`src/wdt_pkg.sv`:
```
/*
  wdt_pkg: constants for the watchdog and interval timer block.
  Assumes an AXI4-Lite register bus and a 100 MHz system clock.
*/
`default_nettype none
package wdt_pkg;
  // ****************************************
  // register map (byte addresses, 32-bit words)
  // ****************************************
  localparam logic [3:0] ADDR_CTRL = 4'h0;   // timer_ctrl_status, 16-bit keyed write
  localparam logic [3:0] ADDR_CNT = 4'h4;    // tick_counter, 16-bit keyed write
  localparam logic [3:0] ADDR_RST = 4'h8;    // reset_ctrl_status, 16-bit keyed write
  localparam logic [3:0] ADDR_SBY = 4'hc;    // standby control/status
  localparam logic [7:0] KEY_CNT = 8'h5a;
  localparam logic [7:0] KEY_CTRL = 8'ha5;
  localparam logic [7:0] KEY_RST_FIELDS = 8'h5a;
  localparam logic [7:0] KEY_RST_CLEAR = 8'ha5;
  // ****************************************
  // field positions
  // ****************************************
  localparam int BIT_OVF = 7;
  localparam int BIT_MODE = 6;
  localparam int BIT_EN = 5;
  localparam int BIT_WATCHDOG_OVERFLOW_FLAG = 7;
  localparam int BIT_CHIP_RESET_ENABLE = 6;
  localparam int BIT_RESET_TYPE_SELECT = 5;
  localparam int BIT_SBY_REQ = 0;
  // ****************************************
  // reset values and read-as-one masks
  // ****************************************
  localparam logic [7:0] CTRL_ONES = 8'h18;
  localparam logic [7:0] RST_ONES = 8'h1f;
  localparam logic [2:0] PRESCALE_RESET = 3'h0;
  localparam logic [12:0] DIV_RESET = 13'h0000;
  // ****************************************
  // timing
  // ****************************************
  localparam int CLK_MHZ = 100;
  localparam int OVF_OUT_CYCLES = 128;
  localparam int CHIP_RST_CYCLES = 512;
  localparam logic [9:0] OVF_OUT_CNT = 10'(OVF_OUT_CYCLES);
  localparam logic [9:0] CHIP_RST_CNT = 10'(CHIP_RST_CYCLES);
  localparam logic [9:0] PULSE_ZERO = 10'h000;
  // ****************************************
  // bus response codes
  // ****************************************
  localparam logic [1:0] RESP_OKAY = 2'h0;
  localparam logic [1:0] RESP_SLVERR = 2'h2;
endpackage
`default_nettype wire

```
`src/wdt_prescaler.sv`:
```
/*
  wdt_prescaler: gated divider producing one-cycle count pulses, held at zero while run is low.
  Assumes select is stable while counting is enabled.
*/
`timescale 1ns/1ps
`default_nettype none
module wdt_prescaler
  import wdt_pkg::*;
(
  input wire logic aclk,
  input wire logic aresetn,
  input wire logic run,
  input wire logic [2:0] select,
  output logic tick
);
  // ****************************************
  // divider state
  // ****************************************
  typedef struct packed {
    logic [12:0] div;
    logic tick;
  } wdt_pre_s;
  wdt_pre_s s_q, s_d;

  // divide ratio minus one per select code
  function automatic logic [12:0] wdt_last(input logic [2:0] sel);
    unique case (sel)
      3'h0: wdt_last = 13'h0001;
      3'h1: wdt_last = 13'h003f;
      3'h2: wdt_last = 13'h007f;
      3'h3: wdt_last = 13'h00ff;
      3'h4: wdt_last = 13'h01ff;
      3'h5: wdt_last = 13'h03ff;
      3'h6: wdt_last = 13'h0fff;
      3'h7: wdt_last = 13'h1fff;
    endcase
  endfunction

  always_comb begin
    s_d = s_q;
    s_d.tick = 1'b0;
    if (!run) begin
      s_d.div = DIV_RESET;  // restart phase so the first interval is full
    end else if (s_q.div >= wdt_last(select)) begin
      s_d.div = DIV_RESET;
      s_d.tick = 1'b1;
    end else begin
      s_d.div = s_q.div + 13'h0001;
    end
  end

  // register the divider
  always_ff @(posedge aclk) begin
    if (!aresetn) begin
      s_q <= '0;
    end else begin
      s_q <= s_d;
    end
  end

  assign tick = s_q.tick;
endmodule
`default_nettype wire

```
`src/wdt_top.sv`:
```
/*
  wdt_top: eight-bit watchdog / interval timer with AXI4-Lite registers,
  overflow pin, internal chip reset request and standby recovery timing.
  Assumes aresetn is the external reset pin already synchronised, and that
  the chip's clock/power control consumes standby_active and chip_reset.
*/
// Local design decisions: the placing of the registers and the AXI4-Lite interface to the registers.
`timescale 1ns/1ps
`default_nettype none
module wdt_top
  import wdt_pkg::*;
(
  input wire logic aclk,
  input wire logic aresetn,
  input wire logic [31:0] s_axi_awaddr,
  input wire logic s_axi_awvalid,
  output logic s_axi_awready,
  input wire logic [31:0] s_axi_wdata,
  input wire logic [3:0] s_axi_wstrb,
  input wire logic s_axi_wvalid,
  output logic s_axi_wready,
  output logic [1:0] s_axi_bresp,
  output logic s_axi_bvalid,
  input wire logic s_axi_bready,
  input wire logic [31:0] s_axi_araddr,
  input wire logic s_axi_arvalid,
  output logic s_axi_arready,
  output logic [31:0] s_axi_rdata,
  output logic [1:0] s_axi_rresp,
  output logic s_axi_rvalid,
  input wire logic s_axi_rready,
  input wire logic wake_nmi,
  output logic overflow_out_n,
  output logic chip_reset,
  output logic chip_reset_manual,
  output logic interval_irq,
  output logic standby_active
);
  // ****************************************
  // state
  // ****************************************
  // power states: running, standby, and the recovery count after a wake
  typedef enum logic [2:0] {
    WDT_RUN = 3'b001,
    WDT_SLEEP = 3'b010,
    WDT_WAKE = 3'b100
  } wdt_pwr_e;

  // all block state in one packed struct, filled by one process, registered by another
  typedef struct packed {
    logic awv;
    logic [3:0] awa;
    logic wv;
    logic [31:0] wd;
    logic [3:0] ws;
    logic bvalid;
    logic [1:0] bresp;
    logic rvalid;
    logic [31:0] rdata;
    logic [1:0] rresp;
    logic [7:0] tick_counter;
    logic interval_overflow_flag;
    logic mode_select_bit;
    logic count_enable_bit;
    logic [2:0] prescale_select;
    logic watchdog_overflow_flag;
    logic chip_reset_enable;
    logic reset_type_select;
    logic [9:0] ovf_cnt;
    logic [9:0] rst_cnt;
    logic ovf_n;
    logic chip_rst;
    logic rst_manual;
    logic irq;
    logic wake_s1;
    logic wake_s2;
    wdt_pwr_e pwr;
    logic awrdy;
    logic wrdy;
    logic arrdy;
    logic sby;
  } wdt_s;
  wdt_s s_q, s_d;

  logic tick;
  // recovery timing reuses the prescaler, so no second divider is needed
  logic wake_run;
  assign wake_run = s_q.count_enable_bit || (s_q.pwr == WDT_WAKE);

  // prescaler runs in normal counting and during standby recovery
  wdt_prescaler u_pre (
    .aclk(aclk),
    .aresetn(aresetn),
    .run(wake_run),
    .select(s_q.prescale_select),
    .tick(tick)
  );

  // keyed 16-bit write: both low lanes enabled and key in the high byte
  // a byte store or a wrong key is refused, so a stray write cannot feed the dog
  function automatic logic wdt_keyed(input logic [3:0] ws, input logic [31:0] wd,
                                     input logic [7:0] key);
    wdt_keyed = (ws[1:0] == 2'b11) && (wd[15:8] == key);
  endfunction

  // ****************************************
  // next-state logic
  // ****************************************
  always_comb begin
    logic do_wr;
    logic cnt_wr;
    logic ovf;
    logic wr_ok;
    logic [7:0] rd8;
    do_wr = 1'b0;
    cnt_wr = 1'b0;
    ovf = 1'b0;
    wr_ok = 1'b0;
    rd8 = 8'h00;
    s_d = s_q;
    // wake input from another domain: two flops, only s2 is read
    s_d.wake_s1 = wake_nmi;
    s_d.wake_s2 = s_q.wake_s1;

    // address and data captured independently, in either order
    if (s_axi_awvalid && !s_q.awv) begin
      s_d.awv = 1'b1;
      s_d.awa = s_axi_awaddr[3:0];
    end
    if (s_axi_wvalid && !s_q.wv) begin
      s_d.wv = 1'b1;
      s_d.wd = s_axi_wdata;
      s_d.ws = s_axi_wstrb;
    end
    if (s_q.bvalid && s_axi_bready) begin
      s_d.bvalid = 1'b0;
    end
    // executes once both halves are held and the last response has been taken
    do_wr = s_q.awv && s_q.wv && !s_q.bvalid;

    // count pulse, dropped when a counter write lands the same cycle
    // write beats increment
    cnt_wr = do_wr && (s_q.awa == ADDR_CNT) && wdt_keyed(s_q.ws, s_q.wd, KEY_CNT);
    if ((s_q.count_enable_bit || s_q.pwr == WDT_WAKE) && tick && !cnt_wr) begin
      ovf = (s_q.tick_counter == 8'hff);
      s_d.tick_counter = s_q.tick_counter + 8'h01;
    end

    // pulse counters for the overflow pin and internal reset
    // a fresh watchdog overflow reloads the pin count, and the reset count if chip reset is enabled, restarting rather than stretching a pulse
    if (s_q.ovf_cnt != PULSE_ZERO) begin
      s_d.ovf_cnt = s_q.ovf_cnt - 10'h001;
    end
    if (s_q.rst_cnt != PULSE_ZERO) begin
      s_d.rst_cnt = s_q.rst_cnt - 10'h001;
    end

    if (ovf && s_q.pwr == WDT_WAKE) begin
      s_d.pwr = WDT_RUN;
      s_d.tick_counter = 8'h00;
    end else if (ovf && s_q.mode_select_bit) begin
      s_d.ovf_cnt = OVF_OUT_CNT;
      s_d.watchdog_overflow_flag = 1'b1;
      if (s_q.chip_reset_enable) begin
        s_d.rst_cnt = CHIP_RST_CNT;
      end
      // counter and control cleared
      // the timer stops here; software must re-arm it after the overflow
      s_d.tick_counter = 8'h00;
      s_d.mode_select_bit = 1'b0;
      s_d.count_enable_bit = 1'b0;
      s_d.prescale_select = PRESCALE_RESET;
      s_d.interval_overflow_flag = 1'b0;
    end else if (ovf) begin
      // interval flag set
      // counting goes on, so interrupts repeat at the chosen period
      s_d.interval_overflow_flag = 1'b1;
    end

    // register writes; hardware set above is kept over a clear here
    if (do_wr) begin
      s_d.awv = 1'b0;
      s_d.wv = 1'b0;
      s_d.bvalid = 1'b1;
      s_d.bresp = RESP_OKAY;
      unique case (s_q.awa)
        ADDR_CTRL: begin
          wr_ok = wdt_keyed(s_q.ws, s_q.wd, KEY_CTRL);
          if (wr_ok && !(ovf && s_q.mode_select_bit)) begin
            s_d.mode_select_bit = s_q.wd[BIT_MODE];
            s_d.count_enable_bit = s_q.wd[BIT_EN];
            s_d.prescale_select = s_q.wd[2:0];
            if (!s_q.wd[BIT_OVF] && !ovf) begin
              s_d.interval_overflow_flag = 1'b0;
            end
          end
        end
        ADDR_CNT: begin
          wr_ok = cnt_wr;
          if (cnt_wr) begin
            s_d.tick_counter = s_q.wd[7:0];
          end
        end
        ADDR_RST: begin
          wr_ok = wdt_keyed(s_q.ws, s_q.wd, KEY_RST_FIELDS) ||
                  wdt_keyed(s_q.ws, s_q.wd, KEY_RST_CLEAR);
          if (wdt_keyed(s_q.ws, s_q.wd, KEY_RST_FIELDS)) begin
            s_d.chip_reset_enable = s_q.wd[BIT_CHIP_RESET_ENABLE];
            s_d.reset_type_select = s_q.wd[BIT_RESET_TYPE_SELECT];
          end else if (wdt_keyed(s_q.ws, s_q.wd, KEY_RST_CLEAR) &&
                       s_q.wd[7:0] == 8'h00 && !(ovf && s_q.mode_select_bit)) begin
            s_d.watchdog_overflow_flag = 1'b0;
          end
        end
        ADDR_SBY: begin
          wr_ok = s_q.ws[0];
          // standby refused while enabled
          // a refused request is still answered OKAY; software reads the status back
          if (s_q.ws[0] && s_q.wd[BIT_SBY_REQ] && !s_q.count_enable_bit &&
              s_q.pwr == WDT_RUN) begin
            s_d.pwr = WDT_SLEEP;
          end
        end
        default: wr_ok = 1'b0;
      endcase
      if (!wr_ok) begin
        s_d.bresp = RESP_SLVERR;
      end
    end

    if (!s_d.count_enable_bit && s_d.pwr != WDT_WAKE) begin
      s_d.tick_counter = 8'h00;
    end

    if (s_q.pwr == WDT_SLEEP && s_q.wake_s2) begin
      s_d.pwr = WDT_WAKE;
      s_d.tick_counter = 8'h00;
    end

    // reads: byte value in the low bits, reserved bits read one except in the standby register, where they read zero
    // limitation: only the low address nibble decodes, so offsets alias every 16 bytes
    if (s_q.rvalid && s_axi_rready) begin
      s_d.rvalid = 1'b0;
    end
    if (s_axi_arvalid && !s_q.rvalid) begin
      s_d.rvalid = 1'b1;
      s_d.rresp = RESP_OKAY;
      unique case (s_axi_araddr[3:0])
        ADDR_CTRL: rd8 = CTRL_ONES | {s_q.interval_overflow_flag, s_q.mode_select_bit,
                                      s_q.count_enable_bit, 2'b00, s_q.prescale_select};
        ADDR_CNT: rd8 = s_q.tick_counter;
        ADDR_RST: rd8 = RST_ONES | {s_q.watchdog_overflow_flag, s_q.chip_reset_enable,
                                    s_q.reset_type_select, 5'h00};
        ADDR_SBY: rd8 = {7'h00, s_q.pwr != WDT_RUN};
        default: begin
          // unmapped offset: zero data and an error response
          rd8 = 8'h00;
          s_d.rresp = RESP_SLVERR;
        end
      endcase
      s_d.rdata = {24'h000000, rd8};
    end

    // outputs registered from the counters
    s_d.ovf_n = (s_d.ovf_cnt == PULSE_ZERO);
    s_d.chip_rst = (s_d.rst_cnt != PULSE_ZERO);
    s_d.rst_manual = (s_d.rst_cnt != PULSE_ZERO) && s_d.reset_type_select;
    // the interrupt follows the flag only while in interval mode
    s_d.irq = s_d.interval_overflow_flag && !s_d.mode_select_bit;
    // ready and status pins are flops too, so no output passes through a gate
    s_d.awrdy = !s_d.awv;
    s_d.wrdy = !s_d.wv;
    s_d.arrdy = !s_d.rvalid;
    s_d.sby = (s_d.pwr != WDT_RUN);
  end

  // ****************************************
  // state register
  // ****************************************
  // pin reset wins and clears the watchdog flag
  always_ff @(posedge aclk) begin
    if (!aresetn) begin
      s_q <= '0;
      s_q.ovf_n <= 1'b1;
      s_q.reset_type_select <= 1'b0;
      s_q.prescale_select <= PRESCALE_RESET;
      s_q.pwr <= WDT_RUN;
      // readys rise in reset so the bus idles in the accepting state
      s_q.awrdy <= 1'b1;
      s_q.wrdy <= 1'b1;
      s_q.arrdy <= 1'b1;
    end else begin
      s_q <= s_d;
    end
  end

  // ****************************************
  // outputs straight from flops
  // ****************************************
  assign s_axi_awready = s_q.awrdy;
  assign s_axi_wready = s_q.wrdy;
  assign s_axi_bvalid = s_q.bvalid;
  assign s_axi_bresp = s_q.bresp;
  assign s_axi_arready = s_q.arrdy;
  assign s_axi_rvalid = s_q.rvalid;
  assign s_axi_rdata = s_q.rdata;
  assign s_axi_rresp = s_q.rresp;
  assign overflow_out_n = s_q.ovf_n;
  assign chip_reset = s_q.chip_rst;
  assign chip_reset_manual = s_q.rst_manual;
  assign interval_irq = s_q.irq;
  assign standby_active = s_q.sby;
endmodule
`default_nettype wire
```
`config.mk`:
```
export PLATFORM = sky130hd
export DESIGN_NAME = wdt_top
export DESIGN_NICKNAME = d
export VERILOG_FILES = /design/src/wdt_pkg.sv /design/src/wdt_prescaler.sv /design/src/wdt_top.sv
export SDC_FILE = /design/constraint.sdc
export NUM_CORES = 1
export LEC_CHECK = 0
export BUFFER_PORTS_ARGS = -buffer_cell sky130_fd_sc_hd__buf_2
export CORE_MARGIN = 1
export CORE_UTILIZATION = 56
export CTS_CLUSTER_DIAMETER = 40
export DETAILED_ROUTE_END_ITERATION = 12
export PLACE_DENSITY_LB_ADDON = 0.3
export SETUP_SLACK_MARGIN = 0.5
export SLEW_MARGIN = 40
export SYNTH_ARGS = -nofsm -noshare
export SYNTH_HDL_FRONTEND = slang
export SYNTH_SLANG_ARGS = --single-unit
```
`constraint.sdc`:
```
create_clock -name aclk -period 4.52 [get_ports aclk]
set_clock_uncertainty 0.15 [all_clocks]
set_input_delay 0.226 -clock aclk [delete_from_list [all_inputs] [get_ports aclk]]
set_output_delay 0.226 -clock aclk [all_outputs]
set_load 0.02 [all_outputs]
```
==> results.sh, run 1 <==
export IMPL_yosysTopAreaCellShare_pct=40.0
export IMPL_power_leakage_nw=2.40
export IMPL_p_per_area_nw_per_um2=414
export IMPL_slew_headroom_pct=51.5
export IMPL_nFillCells=810
export IMPL_hold_path_end="s_axi_wready"
export IMPL_wl_per_cell_um=13.2
export IMPL_antenna_found_initial=0
export IMPL_worstReg2RegStart="s_q[100]"
export IMPL_clock_sinks=107
export IMPL_worstPathRequired_ns=4.66
export IMPL_cts_root_buf="clkbuf_8"
export IMPL_crit_start="s_q[100]"
export IMPL_critPathBufInv=0
export IMPL_ys_warn_count=0
export IMPL_yosys_top_cells_area="dfxtp_1 40%, buf_4 5.2%, nor2_1 5.2%"
export IMPL_period_minus_slack_ns=2.72
export IMPL_crit_type="register to register"
export IMPL_top_register="s_q"
export IMPL_synth_seq_cells=107
export IMPL_cts_buffer_depth=2
export IMPL_cp_max_fo=18
export IMPL_use_met1_pct=29.0
export IMPL_drtAntennaViolNets=0
export IMPL_gp_congestion=0.896
export IMPL_use_met2_pct=39.6
export IMPL_arrival_ns=2.86
export IMPL_dp_cells=786
export IMPL_pre_cts_slack_ns=1.84
export IMPL_synth_most_common_cell="dfxtp_1"
export IMPL_die_h_um=99.7
export IMPL_synth_enable_flop_cells=0
export IMPL_crit_family="simple AND/OR/NAND/NOR gates"
export IMPL_io_pins=154
export IMPL_synth_common_cells="107 x dfxtp_1, 74 x nor2_1, 70 x nand2_1"
export IMPL_status="complete, no violations"
export IMPL_antenna_cells=0
export IMPL_finalNonFillerCells=826
export IMPL_synthToLayoutAreaGrowth_pct=11.6
export IMPL_fmax_ghz=0.367
export IMPL_worst_slew_pin_transition_ns=0.727
export IMPL_cap_violations=0
export IMPL_clk_pin_slew_worst_paths_ns=0.11
export IMPL_fin_nets=816
export IMPL_regArea_um2=2140
export IMPL_drt_iter0_markers=177
export IMPL_start_util_pct=57.9
export IMPL_design_die_area_um2=9950
export IMPL_worst_hold_path_num_cells=3
export IMPL_holdWs_ns=0.0299
export IMPL_top_usage_layer="met2"
export IMPL_track_usage_pct=23.1
export IMPL_clk_latency_ns=0.37
export IMPL_hold_viol=0
export IMPL_ctsHtreeMaxLevel=3
export IMPL_min_from="s_axi_wvalid"
export IMPL_crit_slowest_cell="or4b_4"
export IMPL_via_count=4458
export IMPL_finalSetupTns_ns=0
export IMPL_synth_area_leader_cell="dfxtp_1"
export IMPL_grt_pass1_vias=4121
export IMPL_drtPass1Iterations=5
export IMPL_vias_per_cell=5.40
export IMPL_yosys_most_used_dff="dfxtp_1"
export IMPL_slew_violations=0
export IMPL_ys_types=64
export IMPL_grt_pass1_wl_um=18500
export IMPL_cts_tree="built"
export IMPL_r2r_cells=6
export IMPL_drc=0
export IMPL_gr_usage_met3_pct=4.29
export IMPL_core_region_area_um2=9240
export IMPL_cpPeakStageDelay_ns=0.55
export IMPL_crit_chain="or4b_4 -> nor3_4 -> a2111oi_2 -> nand2b_1 -> or2_1 -> a31oi_1"
export IMPL_hold_class="input pin to register"
export IMPL_io_buffer_count=53
export IMPL_fp_dieW_um=99.7
export IMPL_seq_area_frac_synth_pct=40.0
export IMPL_synth_avg_cell_area_um2=8.45
export IMPL_routed_wl_um=10900
export IMPL_largest_reg_flops=65
export IMPL_grt_overflow=0
export IMPL_total_power_mw=2.47
export IMPL_setup_viol=0
export IMPL_drive_gt1_share_pct=14.8
export IMPL_rsz0062_at_grt="no"
export IMPL_r2r_setup_slack_ns=1.80
export IMPL_netlist_area_um2=5350
export IMPL_ys_async_sr_fraction_pct=0
export IMPL_dp_hpwl_um=7880
export IMPL_post_route_period_util_pct=60.3
export IMPL_fin_ws_ns=1.80
export IMPL_start_kind="register"
export IMPL_multi_input_area_um2=2830
export IMPL_max_vdd_ir_drop_mv=0.210
export IMPL_fp_row_count=35
export IMPL_numCtsBuffers=9
export IMPL_grt_max_degree=42
export IMPL_cp_end_kind="register"
export IMPL_syn_inst=633
-- layout by cell type (no fill, tap or decap), types with 4 or more instances in the layout --
cell type / netlist / layout
clkbuf_8: 0 / 9
buf_2: 1 / 53
nor2_1: 74 / 74
nand3b_1: 4 / 4
xor2_1: 11 / 11
nor3_1: 13 / 13
nand3_1: 21 / 21
and2_1: 6 / 6
xnor2_1: 12 / 12
a211oi_1: 7 / 7
mux2i_1: 16 / 16
or3_1: 12 / 12
nor4_1: 7 / 7
nand2_1: 70 / 70
conb_1: 1 / 26
nand2b_1: 13 / 13
nor2b_1: 5 / 4
o21ai_0: 21 / 21
inv_1: 31 / 31
a22oi_1: 8 / 8
or2_2: 5 / 5
o21a_1: 5 / 5
ha_1: 16 / 16
dfxtp_1: 107 / 107
a21o_1: 4 / 4
dlygate4sd3_1: 0 / 24
a21oi_1: 50 / 50
-- routing by layer --
| layer | wire length [um] | vias to the layer above |
|---|---|---|
| met5 | 0 | - |
| met4 | 167 | 0 |
| met3 | 542 | 16 |
| met2 | 5280 | 129 |
| met1 | 4880 | 2072 |
| li1 | - | 2241 |
-- repair_timing --
item | 4_1_cts | 5_1_grt
hold buffers | 24 | 0
gates resized for setup | 0 | 0
buffers inserted | 0 | 0
hold endpoints to repair | 24 | 0
-- cell families after synthesis --
| logic type | synth area share [%] |
|---|---|
| xor gates and xnor gates | 3.77 |
| muxes | 3.42 |
| DFF | 40.0 |
| buffers and inverters | 8.94 |
| AOI/OAI and AO/OA | 15.8 |
| adders and majority gates | 3.74 |
| and+or+nand+nor | 24.2 |
| other | 0.0701 |
-- worst max-delay path by stage --
stage                       endpoint  depth (start not counted)
after floorplan           chip_reset                          7
after global placement      register                          6
after detailed placement    register                          6
after CTS                   register                          6
after global routing        register                          6
final                       register                          6
-- layout make-up --
class	instances	share of cell area [%]
clock buffers	9	2.07
clock inverters	7	1.24
inverters	31	1.95
multi-input cells	463	47.3
flip-flops and latches	107	35.9
well taps	129	2.70
repair buffers	80	8.84
-- per-stage QoR --
stage / cell area [um^2] / util [%]
4_1_cts: 5970 / 64.6
3_3_place_gp: 5520 / 59.8
5_1_grt: 5970 / 64.6
2_1_floorplan: 5440 / -
3_5_place_dp: 5530 / 59.9
6_report: 5970 / 64.6
-- worst reg2reg max path, stage by stage (launching register included) --
cell,delay (ns)
dfxtp_1,0.34
or4b_4,0.55
nor3_4,0.34
a2111oi_2,0.14
nand2b_1,0.50
or2_1,0.44
a31oi_1,0.18
-- power by group --
| group | internal, mW | switching [mW] |
|---|---|---|
| logic | 0.319 | 0.418 |
| registers | 1.04 | 0.0997 |
| clock network | 0.260 | 0.332 |
| total | 1.62 | 0.850 |
No activity file was read; power rests on OpenSTA's default activity.
==> run 2, diff against run 1 <==
- CORE_UTILIZATION: 56 -> 47
- clock period: 4.52 -> 2.2 ns (I/O delays scaled with it)
==> run 2 against run 1 <==
Compared with the run above:
- the run now ends with setup timing left
- critical path depth unchanged
- non-clock buffer count up 96
- wire length up 26%
- first-iteration DRC count up 110%
- clock-buffer cell count up 3
- total power rose to 2.7 times the previous value
- hold slack worse by 0.013 ns
- largest cell class unchanged
==> results.sh, run 2 (synthesis gave the netlist of run 1 again) <==
export IMPL_status="complete, but fails checks"
export IMPL_violations="setup timing"
export IMPL_drtAntennaViolNets=0
export IMPL_worstPathRequired_ns=2.32
export IMPL_crit_type="register to register"
export IMPL_fp_row_count=38
export IMPL_cts_tree="built"
export IMPL_slew_headroom_pct=57.3
export IMPL_largest_reg_flops=65
export IMPL_drive_gt1_share_pct=37.5
export IMPL_design_die_area_um2=11800
export IMPL_grt_pass1_wl_um=21800
export IMPL_drtPass1Iterations=6
export IMPL_crit_start="s_q[101]"
export IMPL_post_route_period_util_pct=102
export IMPL_start_kind="register"
export IMPL_routed_wl_um=13700
export IMPL_antenna_cells=0
export IMPL_die_h_um=109
export IMPL_antenna_found_initial=0
export IMPL_synthToLayoutAreaGrowth_pct=40.7
export IMPL_cts_root_buf="clkbuf_16"
export IMPL_cap_violations=0
export IMPL_final_cell_mix="91 x dfxtp_1, 67 x buf_4, 65 x nand2_1, 56 x nor2_1, 53 x buf_2"
export IMPL_grt_overflow=0
export IMPL_cp_max_fo=8
export IMPL_wl_per_cell_um=14.6
export IMPL_via_count=4923
export IMPL_max_vdd_ir_drop_mv=0.791
export IMPL_rsz0062_at_grt="yes"
export IMPL_io_buffer_count=53
export IMPL_period_minus_slack_ns=2.25
export IMPL_cp_end_kind="register"
export IMPL_cts_buffer_depth=2
export IMPL_clock_sinks=107
export IMPL_slew_violations=0
export IMPL_start_util_pct=48.7
export IMPL_numCtsBuffers=9
export IMPL_finalSetupTns_ns=-0.273
export IMPL_track_usage_pct=23.5
export IMPL_dpl_instance_area_um2=6100
export IMPL_final_common_cell="dfxtp_1"
export IMPL_worstReg2RegStart="s_q[101]"
export IMPL_top_register="s_q"
export IMPL_power_leakage_nw=3.01
export IMPL_ctsHtreeMaxLevel=3
export IMPL_fin_nets=912
export IMPL_gp_congestion=0.905
export IMPL_dp_hpwl_um=8610
export IMPL_hold_viol=0
export IMPL_core_region_area_um2=11000
export IMPL_min_from="aresetn"
export IMPL_clk_latency_ns=0.35
export IMPL_grt_max_degree=41
export IMPL_setup_viol=10
export IMPL_total_power_mw=6.69
export IMPL_arrival_ns=2.37
export IMPL_fin_ws_ns=-0.0520
export IMPL_worst_slew_pin_transition_ns=0.641
export IMPL_drc=0
export IMPL_io_pins=154
export IMPL_hold_class="input pin to register"
export IMPL_final_cell_area_um2=7530
export IMPL_vias_per_cell=5.28
export IMPL_grt_pass1_vias=4637
export IMPL_drt_iter0_markers=369
export IMPL_clk_pin_slew_worst_paths_ns=0.07
export IMPL_p_per_area_nw_per_um2=888
export IMPL_fp_dieW_um=109
export IMPL_pre_cts_slack_ns=-0.139
export IMPL_fmax_ghz=0.444
==> run 2: changes by cell type in the layout (fill, tap and decap cells not counted), moves of 13 or more <==
cell | previous run | this run
dfxtp_1 | 107 | 91
buf_4 | 3 | 67
dfxtp_2 | 0 | 13
buf_6 | 0 | 21
a21oi_1 | 50 | 36
nor2_1 | 74 | 56
==> run 2: metrics by stage <==
step | hold WS [ns] | utilization, % | instances
2_1_floorplan | 0.0873 | - | 658
3_3_place_gp | 0.170 | 55.6 | 857
3_5_place_dp | 0.175 | 55.6 | 857
4_1_cts | 0.00747 | 66.0 | 926
5_1_grt | 0.0251 | 68.5 | 933
6_report | 0.0174 | 68.5 | 933
==> run 2: worst max-delay path, stage by stage, from the launching register on <==
cell and delay (ns):
dfxtp_1 0.31, or4b_4 0.56, nor3_4 0.21, o2111ai_4 0.23, mux2i_1 0.20, o31a_4 0.36
a211oi_2 0.15
==> run 2: final cells by class <==
class                           instances  area (um^2)
Clock inverter                          4         25.0
Inverter                               31          121
Multi-Input combinational cell        463         3390
Sequential cell                       107         2170
Tap cell                              140          175
Clock buffer                           12          256
Timing Repair Buffer                  176         1390
Fill cell                             834         3450
==> run 2: power by group <==
group / switching, mW / internal (mW)
Sequential: 0.214 / 2.15
Clock: 0.709 / 0.827
Combinational: 1.34 / 1.45
==> run 2: path summary, 6_finish.rpt <==
| kind | cells past startpoint | endpoint | slack, ns |
|---|---|---|---|
| worst max register to register | 6 | s_q[49] | -0.05 |
| worst min-delay path | 2 | s_q[7] | 0.02 |
| worst min register to register | 1 | s_q[7] | 0.29 |
| worst max-delay path | 6 | s_q[49] | -0.05 |
==> run 2: per-layer routing <==
metal  wire, um  track usage [%]  vias up
met3        614             3.41       17
met2       6750             40.2      136
met5          0                0        -
li1           -                -     2445
met4        162             6.66        0
met1       6140             30.8     2325
==> run 2: repair_timing <==
action / CTS / global route
buffers inserted: 18 / 7
resized for setup: 100 / 53
endpoints found under the hold margin: 34 / 0
hold buffers: 32 / 0
pin swaps: 53 / 21
cloned: 3 / 0
endpoints found under the setup margin: 74 / 73
